==> config.mk <==
export PLATFORM = sky130hd
export DESIGN_NAME = sea_top
export DESIGN_NICKNAME = d
export VERILOG_FILES = /design/src/sea_pkg.sv /design/src/sea_sync.sv /design/src/sea_group.sv /design/src/sea_top.sv
export SDC_FILE = /design/constraint.sdc
export NUM_CORES = 1
export LEC_CHECK = 0
export BUFFER_PORTS_ARGS = -buffer_cell sky130_fd_sc_hd__buf_4
export CAP_MARGIN = 20
export CORE_MARGIN = 8
export CORE_UTILIZATION = 62
export DETAILED_ROUTE_END_ITERATION = 6
export PLACE_DENSITY = 0.91
export SETUP_SLACK_MARGIN = 0.1
export SLEW_MARGIN = 20
export SYNTH_ARGS = -nofsm -noshare
export SYNTH_HDL_FRONTEND = slang
export SYNTH_SLANG_ARGS = --single-unit
export TNS_END_PERCENT = 50
==> constraint.sdc <==
create_clock -name clock -period 4.55 [get_ports clock]
set_input_delay 0 -clock clock [delete_from_list [all_inputs] [get_ports clock]]
set_output_delay 0 -clock clock [all_outputs]
set_load 0.03 [all_outputs]
==> src/sea_pkg.sv <==
package sea_pkg;

    // Register and data widths
    localparam int REG_W = 16;
    localparam int SEL_W = 4;
    localparam int RAW_W = 17;

    // Command operations taken on the command port
    typedef enum logic [1:0]
    {
        SEA_OP_READ = 2'h0,
        SEA_OP_WRITE = 2'h1,
        SEA_OP_PRESET = 2'h3,
        SEA_OP_PROT_CLEAR = 2'h2
    } sea_op_t;

    // Register select: bit 3 picks the group, bits 2..0 the register
    localparam logic [SEL_W-1:0] SEL_GROUP_BIT = 4'h8;
    localparam logic [2:0] REG_EVENT = 3'h0;
    localparam logic [2:0] REG_COND = 3'h1;
    localparam logic [2:0] REG_MASK = 3'h2;
    localparam logic [2:0] REG_FALL = 3'h3;
    localparam logic [2:0] REG_RISE = 3'h4;
    localparam logic [SEL_W-1:0] SEL_OVP_STATE = 4'h5;

    // Legal write range and preset values
    localparam logic [REG_W-1:0] FILTER_MAX = 16'h7FFF;
    localparam logic [REG_W-1:0] PRESET_FALL = 16'h0000;
    localparam logic [REG_W-1:0] PRESET_RISE = 16'h7FFF;
    localparam logic [REG_W-1:0] PRESET_MASK = 16'h0000;
    localparam logic [REG_W-1:0] EVENT_RESET = 16'h0000;

    // Operation condition bit positions
    localparam int OPERATION_SUMMARY_BIT_CAL = 0;
    localparam int OPERATION_SUMMARY_BIT_WAIT_TRIG = 5;
    localparam int OPERATION_SUMMARY_BIT_CV_MAIN = 8;
    localparam int OPERATION_SUMMARY_BIT_CV_SECOND = 9;
    localparam int OPERATION_SUMMARY_BIT_CC_POS = 10;
    localparam int OPERATION_SUMMARY_BIT_CC_NEG = 11;
    localparam int OPERATION_SUMMARY_BIT_CC_SECOND = 12;
    localparam logic [REG_W-1:0] OPERATION_SUMMARY_BIT_DEFINED = 16'h1F21;

    // Questionable condition bit positions
    localparam int QUESTIONABLE_SUMMARY_BIT_OV = 0;
    localparam int QUESTIONABLE_SUMMARY_BIT_OC = 1;
    localparam int QUESTIONABLE_SUMMARY_BIT_LOCAL_KEY = 3;
    localparam int QUESTIONABLE_SUMMARY_BIT_OT = 4;
    localparam int QUESTIONABLE_SUMMARY_BIT_OPEN_SENSE = 5;
    localparam int QUESTIONABLE_SUMMARY_BIT_UNREG_SECOND = 8;
    localparam int QUESTIONABLE_SUMMARY_BIT_INHIBIT = 9;
    localparam int QUESTIONABLE_SUMMARY_BIT_UNREG_MAIN = 10;
    localparam int QUESTIONABLE_SUMMARY_BIT_OC_SECOND = 12;
    localparam int QUESTIONABLE_SUMMARY_BIT_MEAS_OVLD = 14;
    localparam logic [REG_W-1:0] QUESTIONABLE_SUMMARY_BIT_DEFINED = 16'h573B;

    // Positions of the raw status pins in the synchroniser vector
    localparam int IN_CAL = 0;
    localparam int IN_WAIT_TRIG = 1;
    localparam int IN_CV_MAIN = 2;
    localparam int IN_CV_SECOND = 3;
    localparam int IN_CC_POS = 4;
    localparam int IN_CC_NEG = 5;
    localparam int IN_CC_SECOND = 6;
    localparam int IN_OV_SENSE = 7;
    localparam int IN_OC = 8;
    localparam int IN_LOCAL_KEY = 9;
    localparam int IN_OT = 10;
    localparam int IN_OPEN_SENSE = 11;
    localparam int IN_UNREG_SECOND = 12;
    localparam int IN_INHIBIT = 13;
    localparam int IN_UNREG_MAIN = 14;
    localparam int IN_OC_SECOND = 15;
    localparam int IN_MEAS_OVLD = 16;

endpackage

==> src/sea_sync.sv <==
`timescale 1ns/10ps

module sea_sync
#(
    parameter int W = 1
)
(
    // Clock and reset
    input wire logic clock,
    input wire logic srst,
    // Raw pins and settled levels
    input wire logic [W-1:0] raw,
    output logic [W-1:0] settled
);
    import sea_pkg::*;

    logic [W-1:0] stage1;
    logic [W-1:0] stage2;
    logic [W-1:0] stage3;

    ////////////////////////////////////////////////////////////////////////////
    genvar i;
    generate
        for (i = 0; i < W; i++)
        begin : g_bit
            // Four flops; a change counts only once stages two and three agree
            always_ff @(posedge clock)
            begin
                if (srst)
                begin
                    stage1[i] <= 1'b0;
                    stage2[i] <= 1'b0;
                    stage3[i] <= 1'b0;
                    settled[i] <= 1'b0;
                end
                else
                begin
                    stage1[i] <= raw[i];
                    stage2[i] <= stage1[i];
                    stage3[i] <= stage2[i];
                    if (stage2[i] == stage3[i])
                        settled[i] <= stage3[i]; // Filters a one-cycle glitch
                end
            end
        end
    endgenerate

endmodule

==> src/sea_group.sv <==
`timescale 1ns/10ps

module sea_group
#(
    parameter logic [15:0] DEFINED = 16'h0000
)
(
    // Clock and reset
    input wire logic clock,
    input wire logic srst,
    // Live condition and filters
    input wire logic [sea_pkg::REG_W-1:0] cond,
    input wire logic [sea_pkg::REG_W-1:0] fall_sel,
    input wire logic [sea_pkg::REG_W-1:0] rise_sel,
    input wire logic [sea_pkg::REG_W-1:0] mask,
    // Event read strobe
    input wire logic event_read,
    // Latched events and summary bit
    output logic [sea_pkg::REG_W-1:0] event_latch,
    output logic summary
);
    import sea_pkg::*;

    logic [REG_W-1:0] cond_prev;
    logic [REG_W-1:0] passed;
    logic [REG_W-1:0] next_event;

    ////////////////////////////////////////////////////////////////////////////
    // Edge filter; undefined positions can never pass
    assign passed = ((~cond_prev & cond & rise_sel) | (cond_prev & ~cond & fall_sel))
                    & DEFINED;
    // A read clears, but an edge in the same cycle survives
    assign next_event = (event_latch & ~{REG_W{event_read}}) | passed;

    // Previous-cycle copy of the condition
    always_ff @(posedge clock)
    begin
        if (srst)
            cond_prev <= '0;
        else
            cond_prev <= cond;
    end

    // Sticky event bits
    always_ff @(posedge clock)
    begin
        if (srst)
            event_latch <= EVENT_RESET;
        else
            event_latch <= next_event;
    end

    // Summary follows the enabled events on the same edge that latches them
    always_ff @(posedge clock)
    begin
        if (srst)
            summary <= 1'b0;
        else
            summary <= |(next_event & mask);
    end

endmodule

==> src/sea_top.sv <==
`timescale 1ns/10ps

module sea_top
(
    // Clock and reset
    input wire logic clock,
    input wire logic srst,
    // Status command port
    input wire logic cmd_valid,
    input wire sea_pkg::sea_op_t cmd_op,
    input wire logic [sea_pkg::SEL_W-1:0] cmd_sel,
    input wire logic [sea_pkg::REG_W-1:0] cmd_wdata,
    // Command answer
    output logic rsp_valid,
    output logic rsp_error,
    output logic [sea_pkg::REG_W-1:0] rsp_data,
    // Operation status pins
    input wire logic calibration_busy_flag,
    input wire logic awaiting_trigger_flag,
    input wire logic main_voltage_regulation_flag,
    input wire logic second_voltage_regulation_flag,
    input wire logic positive_current_regulation_flag,
    input wire logic negative_current_regulation_flag,
    input wire logic second_current_regulation_flag,
    // Questionable status pins
    input wire logic overvoltage_sense,
    input wire logic overcurrent_trip_flag,
    input wire logic local_key_flag,
    input wire logic overtemperature_trip_flag,
    input wire logic open_sense_lead_flag,
    input wire logic second_output_unregulated_flag,
    input wire logic inhibit_active_flag,
    input wire logic main_output_unregulated_flag,
    input wire logic second_overcurrent_trip_flag,
    input wire logic measurement_overload_flag,
    // Status byte summary bits and output control
    output logic operation_summary_bit,
    output logic questionable_summary_bit,
    output logic output_enable
);
    import sea_pkg::*;

    // Synchronised pins
    logic [RAW_W-1:0] raw_pins;
    logic [RAW_W-1:0] pins;

    // Condition registers
    logic [REG_W-1:0] operation_live_condition;
    logic [REG_W-1:0] questionable_live_condition;
    logic [REG_W-1:0] next_operation_summary_bit_cond;
    logic [REG_W-1:0] next_questionable_summary_bit_cond;

    // Software registers
    logic [REG_W-1:0] operation_summary_mask;
    logic [REG_W-1:0] operation_falling_edge_select;
    logic [REG_W-1:0] operation_rising_edge_select;
    logic [REG_W-1:0] questionable_summary_mask;
    logic [REG_W-1:0] questionable_falling_edge_select;
    logic [REG_W-1:0] questionable_rising_edge_select;
    logic ovp_enable;
    logic ovp_tripped;

    // Event latches
    logic [REG_W-1:0] operation_event_latch;
    logic [REG_W-1:0] questionable_event_latch;
    logic operation_summary_bit_summary_q;
    logic questionable_summary_bit_summary_q;

    // Command decode
    logic is_read;
    logic is_write;
    logic is_preset;
    logic is_prot_clear;
    logic sel_questionable_summary_bit;
    logic [2:0] sel_reg;
    logic sel_ovp;
    logic wdata_ok;
    logic wr_mask;
    logic wr_fall;
    logic wr_rise;
    logic rd_operation_summary_bit_event;
    logic rd_questionable_summary_bit_event;
    logic next_error;
    logic [REG_W-1:0] next_rdata;

    ////////////////////////////////////////////////////////////////////////////
    // Pin bundle for the synchroniser
    always_comb
    begin
        raw_pins = '0;
        raw_pins[IN_CAL] = calibration_busy_flag;
        raw_pins[IN_WAIT_TRIG] = awaiting_trigger_flag;
        raw_pins[IN_CV_MAIN] = main_voltage_regulation_flag;
        raw_pins[IN_CV_SECOND] = second_voltage_regulation_flag;
        raw_pins[IN_CC_POS] = positive_current_regulation_flag;
        raw_pins[IN_CC_NEG] = negative_current_regulation_flag;
        raw_pins[IN_CC_SECOND] = second_current_regulation_flag;
        raw_pins[IN_OV_SENSE] = overvoltage_sense;
        raw_pins[IN_OC] = overcurrent_trip_flag;
        raw_pins[IN_LOCAL_KEY] = local_key_flag;
        raw_pins[IN_OT] = overtemperature_trip_flag;
        raw_pins[IN_OPEN_SENSE] = open_sense_lead_flag;
        raw_pins[IN_UNREG_SECOND] = second_output_unregulated_flag;
        raw_pins[IN_INHIBIT] = inhibit_active_flag;
        raw_pins[IN_UNREG_MAIN] = main_output_unregulated_flag;
        raw_pins[IN_OC_SECOND] = second_overcurrent_trip_flag;
        raw_pins[IN_MEAS_OVLD] = measurement_overload_flag;
    end

    // Status pins come from the analog side, so they are resynchronised
    sea_sync #(.W(RAW_W)) u_sync
    (
        .clock(clock),
        .srst(srst),
        .raw(raw_pins),
        .settled(pins)
    );

    ////////////////////////////////////////////////////////////////////////////
    // Operation condition map; unused positions stay zero
    always_comb
    begin
        next_operation_summary_bit_cond = '0;
        next_operation_summary_bit_cond[OPERATION_SUMMARY_BIT_CAL] = pins[IN_CAL];
        next_operation_summary_bit_cond[OPERATION_SUMMARY_BIT_WAIT_TRIG] = pins[IN_WAIT_TRIG];
        next_operation_summary_bit_cond[OPERATION_SUMMARY_BIT_CV_MAIN] = pins[IN_CV_MAIN];
        next_operation_summary_bit_cond[OPERATION_SUMMARY_BIT_CV_SECOND] = pins[IN_CV_SECOND];
        next_operation_summary_bit_cond[OPERATION_SUMMARY_BIT_CC_POS] = pins[IN_CC_POS];
        next_operation_summary_bit_cond[OPERATION_SUMMARY_BIT_CC_NEG] = pins[IN_CC_NEG];
        next_operation_summary_bit_cond[OPERATION_SUMMARY_BIT_CC_SECOND] = pins[IN_CC_SECOND];
    end

    // Questionable condition map; overvoltage shows the latched trip
    always_comb
    begin
        next_questionable_summary_bit_cond = '0;
        next_questionable_summary_bit_cond[QUESTIONABLE_SUMMARY_BIT_OV] = ovp_tripped;
        next_questionable_summary_bit_cond[QUESTIONABLE_SUMMARY_BIT_OC] = pins[IN_OC];
        next_questionable_summary_bit_cond[QUESTIONABLE_SUMMARY_BIT_LOCAL_KEY] = pins[IN_LOCAL_KEY];
        next_questionable_summary_bit_cond[QUESTIONABLE_SUMMARY_BIT_OT] = pins[IN_OT];
        next_questionable_summary_bit_cond[QUESTIONABLE_SUMMARY_BIT_OPEN_SENSE] = pins[IN_OPEN_SENSE];
        next_questionable_summary_bit_cond[QUESTIONABLE_SUMMARY_BIT_UNREG_SECOND] = pins[IN_UNREG_SECOND];
        next_questionable_summary_bit_cond[QUESTIONABLE_SUMMARY_BIT_INHIBIT] = pins[IN_INHIBIT];
        next_questionable_summary_bit_cond[QUESTIONABLE_SUMMARY_BIT_UNREG_MAIN] = pins[IN_UNREG_MAIN];
        next_questionable_summary_bit_cond[QUESTIONABLE_SUMMARY_BIT_OC_SECOND] = pins[IN_OC_SECOND];
        next_questionable_summary_bit_cond[QUESTIONABLE_SUMMARY_BIT_MEAS_OVLD] = pins[IN_MEAS_OVLD];
    end

    // Condition registers track the settled pins every cycle
    always_ff @(posedge clock)
    begin
        if (srst)
        begin
            operation_live_condition <= '0;
            questionable_live_condition <= '0;
        end
        else
        begin
            operation_live_condition <= next_operation_summary_bit_cond;
            questionable_live_condition <= next_questionable_summary_bit_cond;
        end
    end

    ////////////////////////////////////////////////////////////////////////////
    // Command decode
    assign is_read = cmd_valid && (cmd_op == SEA_OP_READ);
    assign is_write = cmd_valid && (cmd_op == SEA_OP_WRITE);
    assign is_preset = cmd_valid && (cmd_op == SEA_OP_PRESET);
    assign is_prot_clear = cmd_valid && (cmd_op == SEA_OP_PROT_CLEAR);
    assign sel_questionable_summary_bit = (cmd_sel & SEL_GROUP_BIT) != '0;
    assign sel_reg = cmd_sel[2:0];
    assign sel_ovp = (cmd_sel == SEL_OVP_STATE);
    // Values above the documented range are refused, not truncated
    assign wdata_ok = (cmd_wdata <= FILTER_MAX);
    assign wr_mask = is_write && wdata_ok && (sel_reg == REG_MASK);
    assign wr_fall = is_write && wdata_ok && (sel_reg == REG_FALL);
    assign wr_rise = is_write && wdata_ok && (sel_reg == REG_RISE);
    // Only an event read has a side effect; condition reads change nothing
    assign rd_operation_summary_bit_event = is_read && !sel_questionable_summary_bit && (sel_reg == REG_EVENT);
    assign rd_questionable_summary_bit_event = is_read && sel_questionable_summary_bit && (sel_reg == REG_EVENT);

    ////////////////////////////////////////////////////////////////////////////
    // Operation-side writable registers; preset restores filters and mask
    always_ff @(posedge clock)
    begin
        if (srst || is_preset)
        begin
            operation_summary_mask <= PRESET_MASK;
            operation_falling_edge_select <= PRESET_FALL;
            operation_rising_edge_select <= PRESET_RISE;
        end
        else if (!sel_questionable_summary_bit && !sel_ovp)
        begin
            if (wr_mask)
                operation_summary_mask <= cmd_wdata;
            if (wr_fall)
                operation_falling_edge_select <= cmd_wdata;
            if (wr_rise)
                operation_rising_edge_select <= cmd_wdata;
        end
    end

    // Questionable-side writable registers
    always_ff @(posedge clock)
    begin
        if (srst || is_preset)
        begin
            questionable_summary_mask <= PRESET_MASK;
            questionable_falling_edge_select <= PRESET_FALL;
            questionable_rising_edge_select <= PRESET_RISE;
        end
        else if (sel_questionable_summary_bit)
        begin
            if (wr_mask)
                questionable_summary_mask <= cmd_wdata;
            if (wr_fall)
                questionable_falling_edge_select <= cmd_wdata;
            if (wr_rise)
                questionable_rising_edge_select <= cmd_wdata;
        end
    end

    ////////////////////////////////////////////////////////////////////////////
    // Overvoltage protection enable, off after reset
    always_ff @(posedge clock)
    begin
        if (srst)
            ovp_enable <= 1'b0;
        else if (is_write && sel_ovp && wdata_ok)
            ovp_enable <= cmd_wdata[0]; // Oversized values are refused here too
    end

    // Trip latch: a clear only works once the overvoltage has gone,
    // and a trip in the clearing cycle still wins
    always_ff @(posedge clock)
    begin
        if (srst)
            ovp_tripped <= 1'b0;
        else if (ovp_enable && pins[IN_OV_SENSE])
            ovp_tripped <= 1'b1;
        else if (is_prot_clear)
            ovp_tripped <= 1'b0;
    end

    // Output is shut off while tripped; drops on the same edge that sets the trip latch
    always_ff @(posedge clock)
    begin
        if (srst)
            output_enable <= 1'b0;
        else
            output_enable <= !(ovp_tripped || (ovp_enable && pins[IN_OV_SENSE]));
    end

    ////////////////////////////////////////////////////////////////////////////
    // Operation group
    sea_group #(.DEFINED(OPERATION_SUMMARY_BIT_DEFINED)) u_operation_summary_bit
    (
        .clock(clock),
        .srst(srst),
        .cond(operation_live_condition),
        .fall_sel(operation_falling_edge_select),
        .rise_sel(operation_rising_edge_select),
        .mask(operation_summary_mask),
        .event_read(rd_operation_summary_bit_event),
        .event_latch(operation_event_latch),
        .summary(operation_summary_bit_summary_q)
    );

    // Questionable group, same filtering
    sea_group #(.DEFINED(QUESTIONABLE_SUMMARY_BIT_DEFINED)) u_questionable_summary_bit
    (
        .clock(clock),
        .srst(srst),
        .cond(questionable_live_condition),
        .fall_sel(questionable_falling_edge_select),
        .rise_sel(questionable_rising_edge_select),
        .mask(questionable_summary_mask),
        .event_read(rd_questionable_summary_bit_event),
        .event_latch(questionable_event_latch),
        .summary(questionable_summary_bit_summary_q)
    );

    // Summary bits to the status byte
    always_ff @(posedge clock)
    begin
        if (srst)
        begin
            operation_summary_bit <= 1'b0;
            questionable_summary_bit <= 1'b0;
        end
        else
        begin
            operation_summary_bit <= operation_summary_bit_summary_q;
            questionable_summary_bit <= questionable_summary_bit_summary_q;
        end
    end

    ////////////////////////////////////////////////////////////////////////////
    // Read data and refusal decode
    always_comb
    begin
        next_rdata = '0;
        next_error = 1'b0;
        if (is_read)
        begin
            if (sel_ovp)
                next_rdata = {15'h0000, ovp_enable};
            else if (sel_reg > REG_RISE)
                next_error = 1'b1; // Selects past the rising filter are unmapped
            else
            begin
                case (sel_reg)
                    REG_EVENT:
                        next_rdata = sel_questionable_summary_bit ? questionable_event_latch
                                              : operation_event_latch;
                    REG_COND:
                        next_rdata = sel_questionable_summary_bit ? questionable_live_condition
                                              : operation_live_condition;
                    REG_MASK:
                        next_rdata = sel_questionable_summary_bit ? questionable_summary_mask
                                              : operation_summary_mask;
                    REG_FALL:
                        next_rdata = sel_questionable_summary_bit ? questionable_falling_edge_select
                                              : operation_falling_edge_select;
                    REG_RISE:
                        next_rdata = sel_questionable_summary_bit ? questionable_rising_edge_select
                                              : operation_rising_edge_select;
                    default:
                        next_error = 1'b1;
                endcase
            end
        end
        else if (is_write)
        begin
            // Event and condition registers are read-only
            if (sel_ovp)
                next_error = !wdata_ok;
            else if (!(wr_mask || wr_fall || wr_rise))
                next_error = 1'b1;
        end
    end

    // Every command is answered one cycle after it is taken
    always_ff @(posedge clock)
    begin
        if (srst)
        begin
            rsp_valid <= 1'b0;
            rsp_error <= 1'b0;
            rsp_data <= '0;
        end
        else
        begin
            rsp_valid <= cmd_valid;
            rsp_error <= cmd_valid && next_error;
            rsp_data <= next_rdata;
        end
    end

endmodule

==> flow_metrics.py, run 1 <==
metrics = {
    "route": {
        "vias_per_cell": 6.09,
        "wl_mm": 25.0,
        "first_pass_iters": 5,
        "drtAntennaViolNets": 0,
        "drc": 0,
        "drt_iter0_drc": 1016,
        "wire_per_inst_um": 19.2,
        "route.vias.total": 7930,
    },
    "grt": {
        "globalRouteMet1Util_pct": 29.4,
        "busiest_layer": "met2",
        "overflow": 0,
        "grt_antenna_before_repair": 0,
        "grt_pass1_wl_mm": 40.1,
        "use_met3_pct": 5.98,
        "use_met2_pct": 41.6,
        "grt_use_total_pct": 25.1,
        "grt_pass1_vias": 7815,
        "grt_max_degree": 89,
    },
    "power": {
        "p_sw_share_pct": 21.2,
        "power_frac_clock_pct": 45.6,
        "pwr-share-comb_pct": 5.0,
        "p_int_mw": 3.61,
        "powerDensity_nw_per_um2": 404,
        "sequentialPowerShare_pct": 49.4,
        "ir_worst_vdd_uv": 339,
        "p_leak_nw": 4.28,
        "p_switching_mw": 0.973,
    },
    "die": {
        "start_util_pct": 63.3,
        "core_area_um2": 15100,
        "die_area_um2": 19700,
        "ios": 63,
        "die_y_um": 140,
        "fp-row-count": 45,
        "die-width_um": 140,
    },
    "clocking": {
        "clkLatencyLatePin_ps": 520,
        "cts_max_level": 1,
        "cts_tree": "done",
        "clock-root-buffer": "clkbuf_16",
        "cts_buffers": 25,
        "clk_path_buf_depth": 3,
        "cts-resized-gates": 0,
        "cts.reportedPaths.clkPinSlew_ps": 60,
        "clock-sinks": 255,
        "post_cts_buffers": 0,
    },
    "logic_synthesis": {
        "synth_area_per_cell_um2": 9.44,
        "synth_ff_type": "dfxtp_1",
        "ys.warnings.count": 0,
        "synth_seq_area_share_pct": 53.2,
        "async_reset_ff_share_pct": 0,
        "ys_types": 56,
        "synthCells": 1016,
        "synth-seq-cells": 255,
        "synth_area_um2": 9590,
        "syn-num-nets": 1058,
        "synth_enable_flop_cells": 0,
    },
    "timing": {
        "finalHoldViolations": 0,
        "finalSetupTns_ps": 0,
        "worst_pin_slew_ps": 1040,
        "max-slew-margin-rel_pct": 30.3,
        "skew_ps": 7.36,
        "finalSetupViolations": 0,
        "fmax_ghz": 0.467,
        "rsz0062_at_grt": "false",
        "fin_crit_ps": 2140,
        "finalCritPeriodShare_pct": 47.1,
        "drv_slew": 0,
    },
    "setup_path": {
        "crit_chain": "buf_4 -> clkinv_1 -> nor2_2 -> nand3_1 -> and3_1",
        "worstSetupStartpointType": "input port",
        "required_ps": 4960,
        "cp.arrival_ps": 2550,
        "critPathMaxFanout": 34,
        "crit_type": "input port to flop",
        "crit_path_max_incr_delay_ps": 710,
        "slowest_stage": "nand3_1",
        "cp-end-kind": "flop",
    },
    "finish": {
        "syn_to_final_growth_pct": 18.3,
        "num-nets-final": 1139,
        "design_area_um2": 11300,
        "fillers": 972,
        "diodes": 0,
        "drive_gt1_share_pct": 12.9,
    },
    "place": {
        "routabilityCongestion": 0.939,
        "hpwl_mm": 15.3,
        "io_buffers": 62,
        "placed_cell_area_um2": 10100,
    },
    "status": {
        "status": "completed",
    },
    "min_path": {
        "hp-class": "input port to flop",
    },
    "job": {
        "max_cap_viol_count": 0,
    },
}
## worst max-delay path, delay by kind of cell
family | cells | cell delay, ps
buffers and inverters | 2 | 910
and+or+nand+nor | 3 | 1600
## cell usage after synthesis, types with 2 or more instances
master	n	area (um2)
nand2_1	177	664
a221oi_1	12	105
and3_1	6	37.5
o22ai_1	7	43.8
o21ai_0	51	255
nor2_2	4	25.0
nand2_2	3	18.8
buf_1	5	18.8
mux4_2	10	225
nand3b_1	18	135
nor2_1	61	229
mux2_2	7	78.8
and2_1	15	93.8
buf_6	3	33.8
a211oi_1	7	52.6
buf_4	5	37.5
a22oi_1	17	128
mux2i_1	54	541
nand2b_1	2	12.5
a222oi_1	3	30.0
or3b_1	2	17.5
a21oi_1	76	380
a21boi_1	2	15.0
buf_2	13	65.1
clkbuf_1	30	113
nor3_4	2	32.5
nor2b_1	91	569
nand3_1	38	190
o21ai_1	2	10.0
dfxtp_1	255	5100
inv_1	7	26.3
o22a_1	3	26.3
a22o_1	3	26.3
a31oi_1	3	18.8
## worst paths after layout
kind	from	to	slack [ps]	cells after the start
hold / removal	cmd_sel[2]	rsp_data[4]	80	4
hold reg to reg	u_sync.stage1[2]	u_sync.stage2[2]	430	1
setup / recovery	cmd_sel[0]	questionable_falling_edge_select[15]	2410	5
setup reg to reg	u_operation_summary_bit.event_latch[14]	u_operation_summary_bit.summary	2790	5
## state kept, by name, summed over array words and instances, names as in the netlist, 10 cells and up
signal / flops
questionable_falling_edge_select: 16
u_operation_summary_bit.event_latch: 16
operation_falling_edge_select: 16
operation_summary_mask: 16
rsp_data: 16
u_sync.settled: 17
u_questionable_summary_bit.cond_prev: 10
u_sync.stage2: 17
u_questionable_summary_bit.event_latch: 16
questionable_live_condition: 10
u_sync.stage3: 17
questionable_summary_mask: 16
questionable_rising_edge_select: 16
operation_rising_edge_select: 16
u_sync.stage1: 17
## cell type report
cell class	instances	area, um2	share of cell area [%]
inverter	9	33.8	0.298
multi-input combinational	696	4190	37.0
sequential	255	5100	45.0
clock inverter	9	124	1.09
timing repair buffer	110	935	8.24
tap	188	235	2.07
clock buffer	36	717	6.32
## power groups by stage
stage	Clock, mW	Combinational, mW	Sequential (mW)
6_report	2.09	0.227	2.27
3_5_place_dp	0	0.192	2.31
5_1_grt	2.21	0.242	2.27
4_1_cts	2.11	0.221	2.27
3_3_place_gp	0	0.189	2.31
2_1_floorplan	0	0.117	2.32
## kinds of logic after synthesis
logic type      Yosys count  share of synthesized area [%]
compound gates          196                           12.4
buf+inv                  65                           3.14
flops                   255                           53.2
mux                      71                           8.81
simple gates            429                           22.4
## layout by cell type, fill, tap and decap left out, types with 4 or more instances in the layout
master	count
clkbuf_1	6
and3_1	6
mux2_2	7
dlygate4sd3_1	42
buf_4	67
a221oi_1	12
inv_1	7
clkinv_2	5
clkbuf_8	5
nor2_2	4
mux4_2	10
a22oi_1	17
o22ai_1	7
nand3_1	38
nand2_1	177
nor2b_1	91
mux2i_1	54
dfxtp_1	255
a211oi_1	7
a21oi_1	76
o21ai_0	51
nor2_1	61
clkbuf_16	25
and2_1	15
nand3b_1	18
## routing by layer
| layer | vias up | part of all wire [%] |
|---|---|---|
| met5 | - | 0 |
| met4 | 0 | 5.0 |
| met3 | 112 | 9.8 |
| met2 | 468 | 48 |
| met1 | 3696 | 37 |
| li1 | 3654 | - |
## timing repair
action,CTS,global route
hold buffers,42,0
hold endpoints to repair,141,0
endpoints found under the setup margin,0,0
## per-stage QoR
step           hold slack (ps)  setup slack, ps  total power [mW]  utilization, %  std cells
2_1_floorplan             75.7             3080              2.43               -       1016
3_3_place_gp               212             2160              2.50            66.5       1215
3_5_place_dp               215             2060              2.51            66.5       1215
4_1_cts                   48.3             2400              4.60            74.8       1302
5_1_grt                    102             2310              4.72            74.9       1303
6_report                  76.5             2410              4.58            74.9       1303
(Power assumes the default switching activity.)
==> run 2: changes to the inputs <==
CORE_UTILIZATION = 60   (was 62)
PLACE_DENSITY = 0.89   (was 0.91)
clock period = 2 ns   (was 4.55 ns; I/O delays follow)
==> flow_metrics.py, run 2 (same netlist as run 1, synthesis figures left out) <==
metrics = {
    "route": {
        "drtAntennaViolNets": 0,
        "vias_per_cell": 6.06,
        "wire_per_inst_um": 19.7,
        "drt_iter0_drc": 1031,
        "wl_mm": 26.8,
        "route.vias.total": 8229,
        "drc": 0,
        "first_pass_iters": 5,
    },
    "clocking": {
        "cts_tree": "done",
        "post_cts_buffers": 0,
        "clock-sinks": 255,
        "cts.reportedPaths.clkPinSlew_ps": 60,
        "clk_path_buf_depth": 3,
        "cts_max_level": 1,
        "cts-hold-fix-buffers": 38,
        "cts-resized-gates": 0,
        "cts_buffers": 25,
        "clkLatencyLatePin_ps": 520,
        "clock-root-buffer": "clkbuf_16",
    },
    "timing": {
        "finalCritPeriodShare_pct": 87.6,
        "drv_slew": 0,
        "fmax_ghz": 0.571,
        "max-slew-margin-rel_pct": 56.6,
        "fin_crit_ps": 1750,
        "finalSetupViolations": 0,
        "finalHoldViolations": 0,
        "finalSetupTns_ps": 0,
        "worst_pin_slew_ps": 650,
        "rsz0062_at_grt": "false",
        "skew_ps": 12.8,
    },
    "min_path": {
        "hold_end": "rsp_data[8]",
        "hp-class": "input port to flop",
        "min-delay-start": "cmd_sel[2]",
        "hold-path-cell-count": 4,
    },
    "place": {
        "hpwl_mm": 16.9,
        "routabilityCongestion": 0.970,
        "post-place-cells": 1276,
        "io_buffers": 62,
    },
    "setup_path": {
        "critPathMaxFanout": 33,
        "worstSetupStartpointType": "input port",
        "r2r_end": "u_operation_summary_bit.summary",
        "r2r_slack_ps": 290,
        "crit_family": "buffers and inverters",
        "critPathMostFrequentCell": "dlygate4sd3_1",
        "cp.depth": 7,
        "crit_chain": "dlygate4sd3_1 -> buf_4 -> buf_12 -> a21oi_1 -> o21ai_0 -> nor4bb_1 -> dlygate4sd3_1",
        "required_ps": 2460,
        "crit_path_max_incr_delay_ps": 580,
        "cp.arrival_ps": 2220,
        "r2r_cells": 5,
        "reg2reg_from": "u_operation_summary_bit.event_latch[14]",
        "slowest_stage": "dlygate4sd3_1",
        "crit_type": "input port to flop",
        "critPathBufInv": 4,
        "cp-end-kind": "flop",
    },
    "finish": {
        "drive_gt1_share_pct": 15.5,
        "final_common_cell": "dfxtp_1",
        "fillers": 1072,
        "final_cell_mix": "dfxtp_1, nand2_1, buf_4",
        "syn_to_final_growth_pct": 21.3,
        "instances_no_fill": 1359,
        "diodes": 0,
        "num-nets-final": 1167,
    },
    "die": {
        "fp-row-count": 46,
        "ios": 63,
        "die_area_um2": 20300,
        "start_util_pct": 60.8,
        "die_y_um": 142,
        "core_area_um2": 15800,
        "die-width_um": 142,
    },
    "job": {
        "max_cap_viol_count": 0,
    },
    "power": {
        "powerDensity_nw_per_um2": 904,
        "power_frac_clock_pct": 45.8,
        "p_int_mw": 8.26,
        "p_sw_share_pct": 21.5,
        "pwr-share-comb_pct": 5.2,
        "sequentialPowerShare_pct": 49.0,
        "p_leak_nw": 4.43,
        "p_total_mw": 10.5,
        "ir_worst_vdd_uv": 789,
        "p_switching_mw": 2.26,
    },
    "grt": {
        "grt_max_degree": 81,
        "grt_use_total_pct": 26.1,
        "overflow": 0,
        "grt_pass1_vias": 8144,
        "grt_pass1_wl_mm": 42.3,
        "grt_antenna_before_repair": 0,
    },
    "status": {
        "status": "completed",
    },
}
## run 2: cell count changes in the layout (fill, tap and decap cells not counted), sizes merged
| cell | delta |
|---|---|
| buf | +32 |
| bufinv | -1 |
| clkbuf | +3 |
| clkinv | -2 |
| dlygate4sd3 | -4 |
## run 2: layout make-up
cell class	count	area, um2	share of cell area, %
Sequential cell	255	5100	43.9
Multi-Input combinational cell	696	4190	36.0
Timing Repair Buffer	138	1180	10.2
Clock buffer	39	768	6.60
Tap cell	216	270	2.32
Clock inverter	6	87.6	0.753
Inverter	9	33.8	0.290
## run 2: worst max-delay path by stage
| stage | start | endpoint |
|---|---|---|
| final | cmd_sel[3] | rsp_error |
| after global routing | cmd_sel[3] | u_operation_summary_bit.summary |
| after CTS | cmd_sel[3] | rsp_error |
| after detailed placement | cmd_sel[0] | u_operation_summary_bit.summary |
| after global placement | cmd_sel[0] | u_operation_summary_bit.summary |
| after floorplan | cmd_sel[0] | rsp_data[10] |
## run 2: stage by stage
step	instance area, um2	hold WS [ps]	setup WS [ps]	utilization [%]
floorplan	9590	75.7	533	-
global placement	10400	210	367	65.9
detailed placement	10400	218	360	65.9
CTS	11600	59.4	273	73.8
global route	11600	85.4	176	73.8
finish	11600	95.5	248	73.8
## run 2: worst reg2reg max path, cell delays in order (launching register included)
cell and delay (ps):
dfxtp_1 330, a222oi_1 430, nand3_1 230, o21ai_0 300, o2111a_1 240, a31oi_1 70
## run 2: per-layer routing
metal | up-vias | GRT usage, % | routed length, um
met3 | 116 | 4.90 | 2370
li1 | 3712 | - | -
met5 | - | 0 | 0
met4 | 0 | 13.5 | 1420
met2 | 485 | 44.5 | 12800
met1 | 3916 | 30.8 | 10200
## run 2: power groups by stage
stage               Clock, mW  Sequential, mW  Combinational (mW)
finish                   4.81            5.16               0.550
global route             5.07            5.16               0.579
CTS                      4.85            5.15               0.536
detailed placement          0            5.27               0.473
global placement            0            5.26               0.463
floorplan                   0            5.27               0.267
==> run 3: changes to the inputs <==
CELL_PAD_IN_SITES_DETAIL_PLACEMENT = 0   (was not set)
CELL_PAD_IN_SITES_GLOBAL_PLACEMENT = 1   (was not set)
CORE_UTILIZATION = 46   (was 60)
PLACE_DENSITY = not set   (was 0.89)
PLACE_DENSITY_LB_ADDON = 0.15   (was not set)
==> flow_metrics.py, run 3 (same netlist as run 1, synthesis figures left out) <==
metrics = {
    "clocking": {
        "clock-sinks": 255,
        "clk_path_buf_depth": 3,
        "clkLatencyLatePin_ps": 530,
        "post_cts_buffers": 0,
        "cts-resized-gates": 0,
        "cts_tree": "done",
        "clock-root-buffer": "clkbuf_16",
        "cts_max_level": 1,
        "cts.reportedPaths.clkPinSlew_ps": 60,
        "cts_buffers": 27,
    },
    "route": {
        "wl_mm": 26.8,
        "first_pass_iters": 5,
        "drtAntennaViolNets": 0,
        "vias_per_cell": 5.33,
        "drc": 0,
        "wire_per_inst_um": 18.8,
        "drt_iter0_drc": 528,
        "route.vias.total": 7590,
    },
    "timing": {
        "skew_ps": 15.2,
        "fin_crit_ps": 1680,
        "finalSetupViolations": 0,
        "fmax_ghz": 0.596,
        "drv_slew": 0,
        "rsz0062_at_grt": "false",
        "finalCritPeriodShare_pct": 83.9,
        "finalSetupTns_ps": 0,
        "finalHoldViolations": 0,
        "worst_pin_slew_ps": 530,
        "max-slew-margin-rel_pct": 64.3,
    },
    "setup_path": {
        "r2r_cells": 7,
        "reg2reg_from": "u_operation_summary_bit.event_latch[14]",
        "worstSetupStartpointType": "flop",
        "critPathMaxFanout": 3,
        "r2r_slack_ps": 320,
        "cp-end-kind": "flop",
        "crit_type": "flop to flop",
        "cp.arrival_ps": 2090,
        "required_ps": 2410,
        "startpoint": "u_operation_summary_bit.event_latch[14]",
        "r2r_end": "u_operation_summary_bit.summary",
    },
    "min_path": {
        "min-delay-start": "cmd_sel[2]",
        "hp-class": "input port to flop",
        "hold-path-cell-count": 4,
        "hold_end": "rsp_data[10]",
    },
    "finish": {
        "final_cell_mix": "dfxtp_1, nand2_1, buf_4",
        "diodes": 0,
        "instances_no_fill": 1423,
        "num-nets-final": 1171,
        "fillers": 1886,
        "drive_gt1_share_pct": 15.3,
        "syn_to_final_growth_pct": 22.0,
        "final_common_cell": "dfxtp_1",
    },
    "die": {
        "die_y_um": 160,
        "ios": 63,
        "start_util_pct": 46.2,
        "die_area_um2": 25700,
        "core_area_um2": 20800,
        "die-width_um": 160,
        "fp-row-count": 53,
    },
    "grt": {
        "overflow": 0,
        "grt_pass1_vias": 7361,
        "grt_pass1_wl_mm": 42.1,
        "grt_max_degree": 89,
        "grt_use_total_pct": 20.4,
        "grt_antenna_before_repair": 0,
    },
    "job": {
        "max_cap_viol_count": 0,
    },
    "place": {
        "routabilityCongestion": 0.820,
        "hpwl_mm": 17.8,
        "post-place-cells": 1337,
        "io_buffers": 62,
    },
    "power": {
        "ir_worst_vdd_uv": 770,
        "powerDensity_nw_per_um2": 891,
        "p_leak_nw": 4.42,
    },
    "status": {
        "status": "completed",
    },
}
run 3: cell type report:
class	instances	area [um2]	area share (%)
Sequential cell	255	5100	43.6
Tap cell	275	344	2.94
Multi-Input combinational cell	696	4190	35.8
Timing Repair Buffer	140	1200	10.2
Clock inverter	6	58.8	0.503
Clock buffer	42	772	6.60
Inverter	9	33.8	0.289
run 3: worst max-delay path by stage:
stage | end | slack (ps) | depth (start not counted)
3_5_place_dp | rsp_data[2] | 300 | 6
2_1_floorplan | rsp_data[10] | 530 | 6
3_3_place_gp | rsp_data[2] | 310 | 6
4_1_cts | u_operation_summary_bit.summary | 310 | 7
5_1_grt | u_operation_summary_bit.summary | 240 | 7
6_report | u_operation_summary_bit.summary | 320 | 7
run 3: per-layer routing:
metal	wire length [um]	part of all wire (%)	track usage, %
met2	12900	48	35.0
met5	0	0	0
met1	12200	45	26.6
met3	1190	4.5	2.84
met4	541	2.0	5.23
run 3: what timing repair did:
| item | CTS | global route |
|---|---|---|
| setup endpoints to repair | 0 | 0 |
| hold buffers | 38 | 0 |
| endpoints found under the hold margin | 129 | 0 |
run 3: worst max-delay path: stages, from the launching register on:
cell	delay, ps
dfxtp_1	310
a222oi_1	380
buf_4	180
nand3_1	120
o21ai_0	190
buf_4	140
o2111a_1	180
a31oi_1	70
run 3: power by group:
part / leakage [nW] / total (mW) / internal, mW / switching (mW)
Clock: 0.409 / 4.72 / 2.77 / 1.95
Sequential: 2.06 / 5.15 / 5.13 / 0.0206
Combinational: 1.95 / 0.548 / 0.228 / 0.320
Total: 4.42 / 10.4 / 8.13 / 2.29
run 3: per-stage QoR:
| stage | setup WS [ps] | utilization, % | power, mW | hold WS (ps) | cell area [um2] |
|---|---|---|---|---|---|
| after floorplan | 533 | - | 5.54 | 75.7 | 9590 |
| after global placement | 313 | 50.5 | 5.75 | 210 | 10500 |
| after detailed placement | 301 | 50.5 | 5.75 | 215 | 10500 |
| after CTS | 311 | 56.4 | 10.5 | 1.89 | 11700 |
| after global routing | 242 | 56.4 | 10.8 | 15.9 | 11700 |
| final | 322 | 56.4 | 10.4 | 26.0 | 11700 |
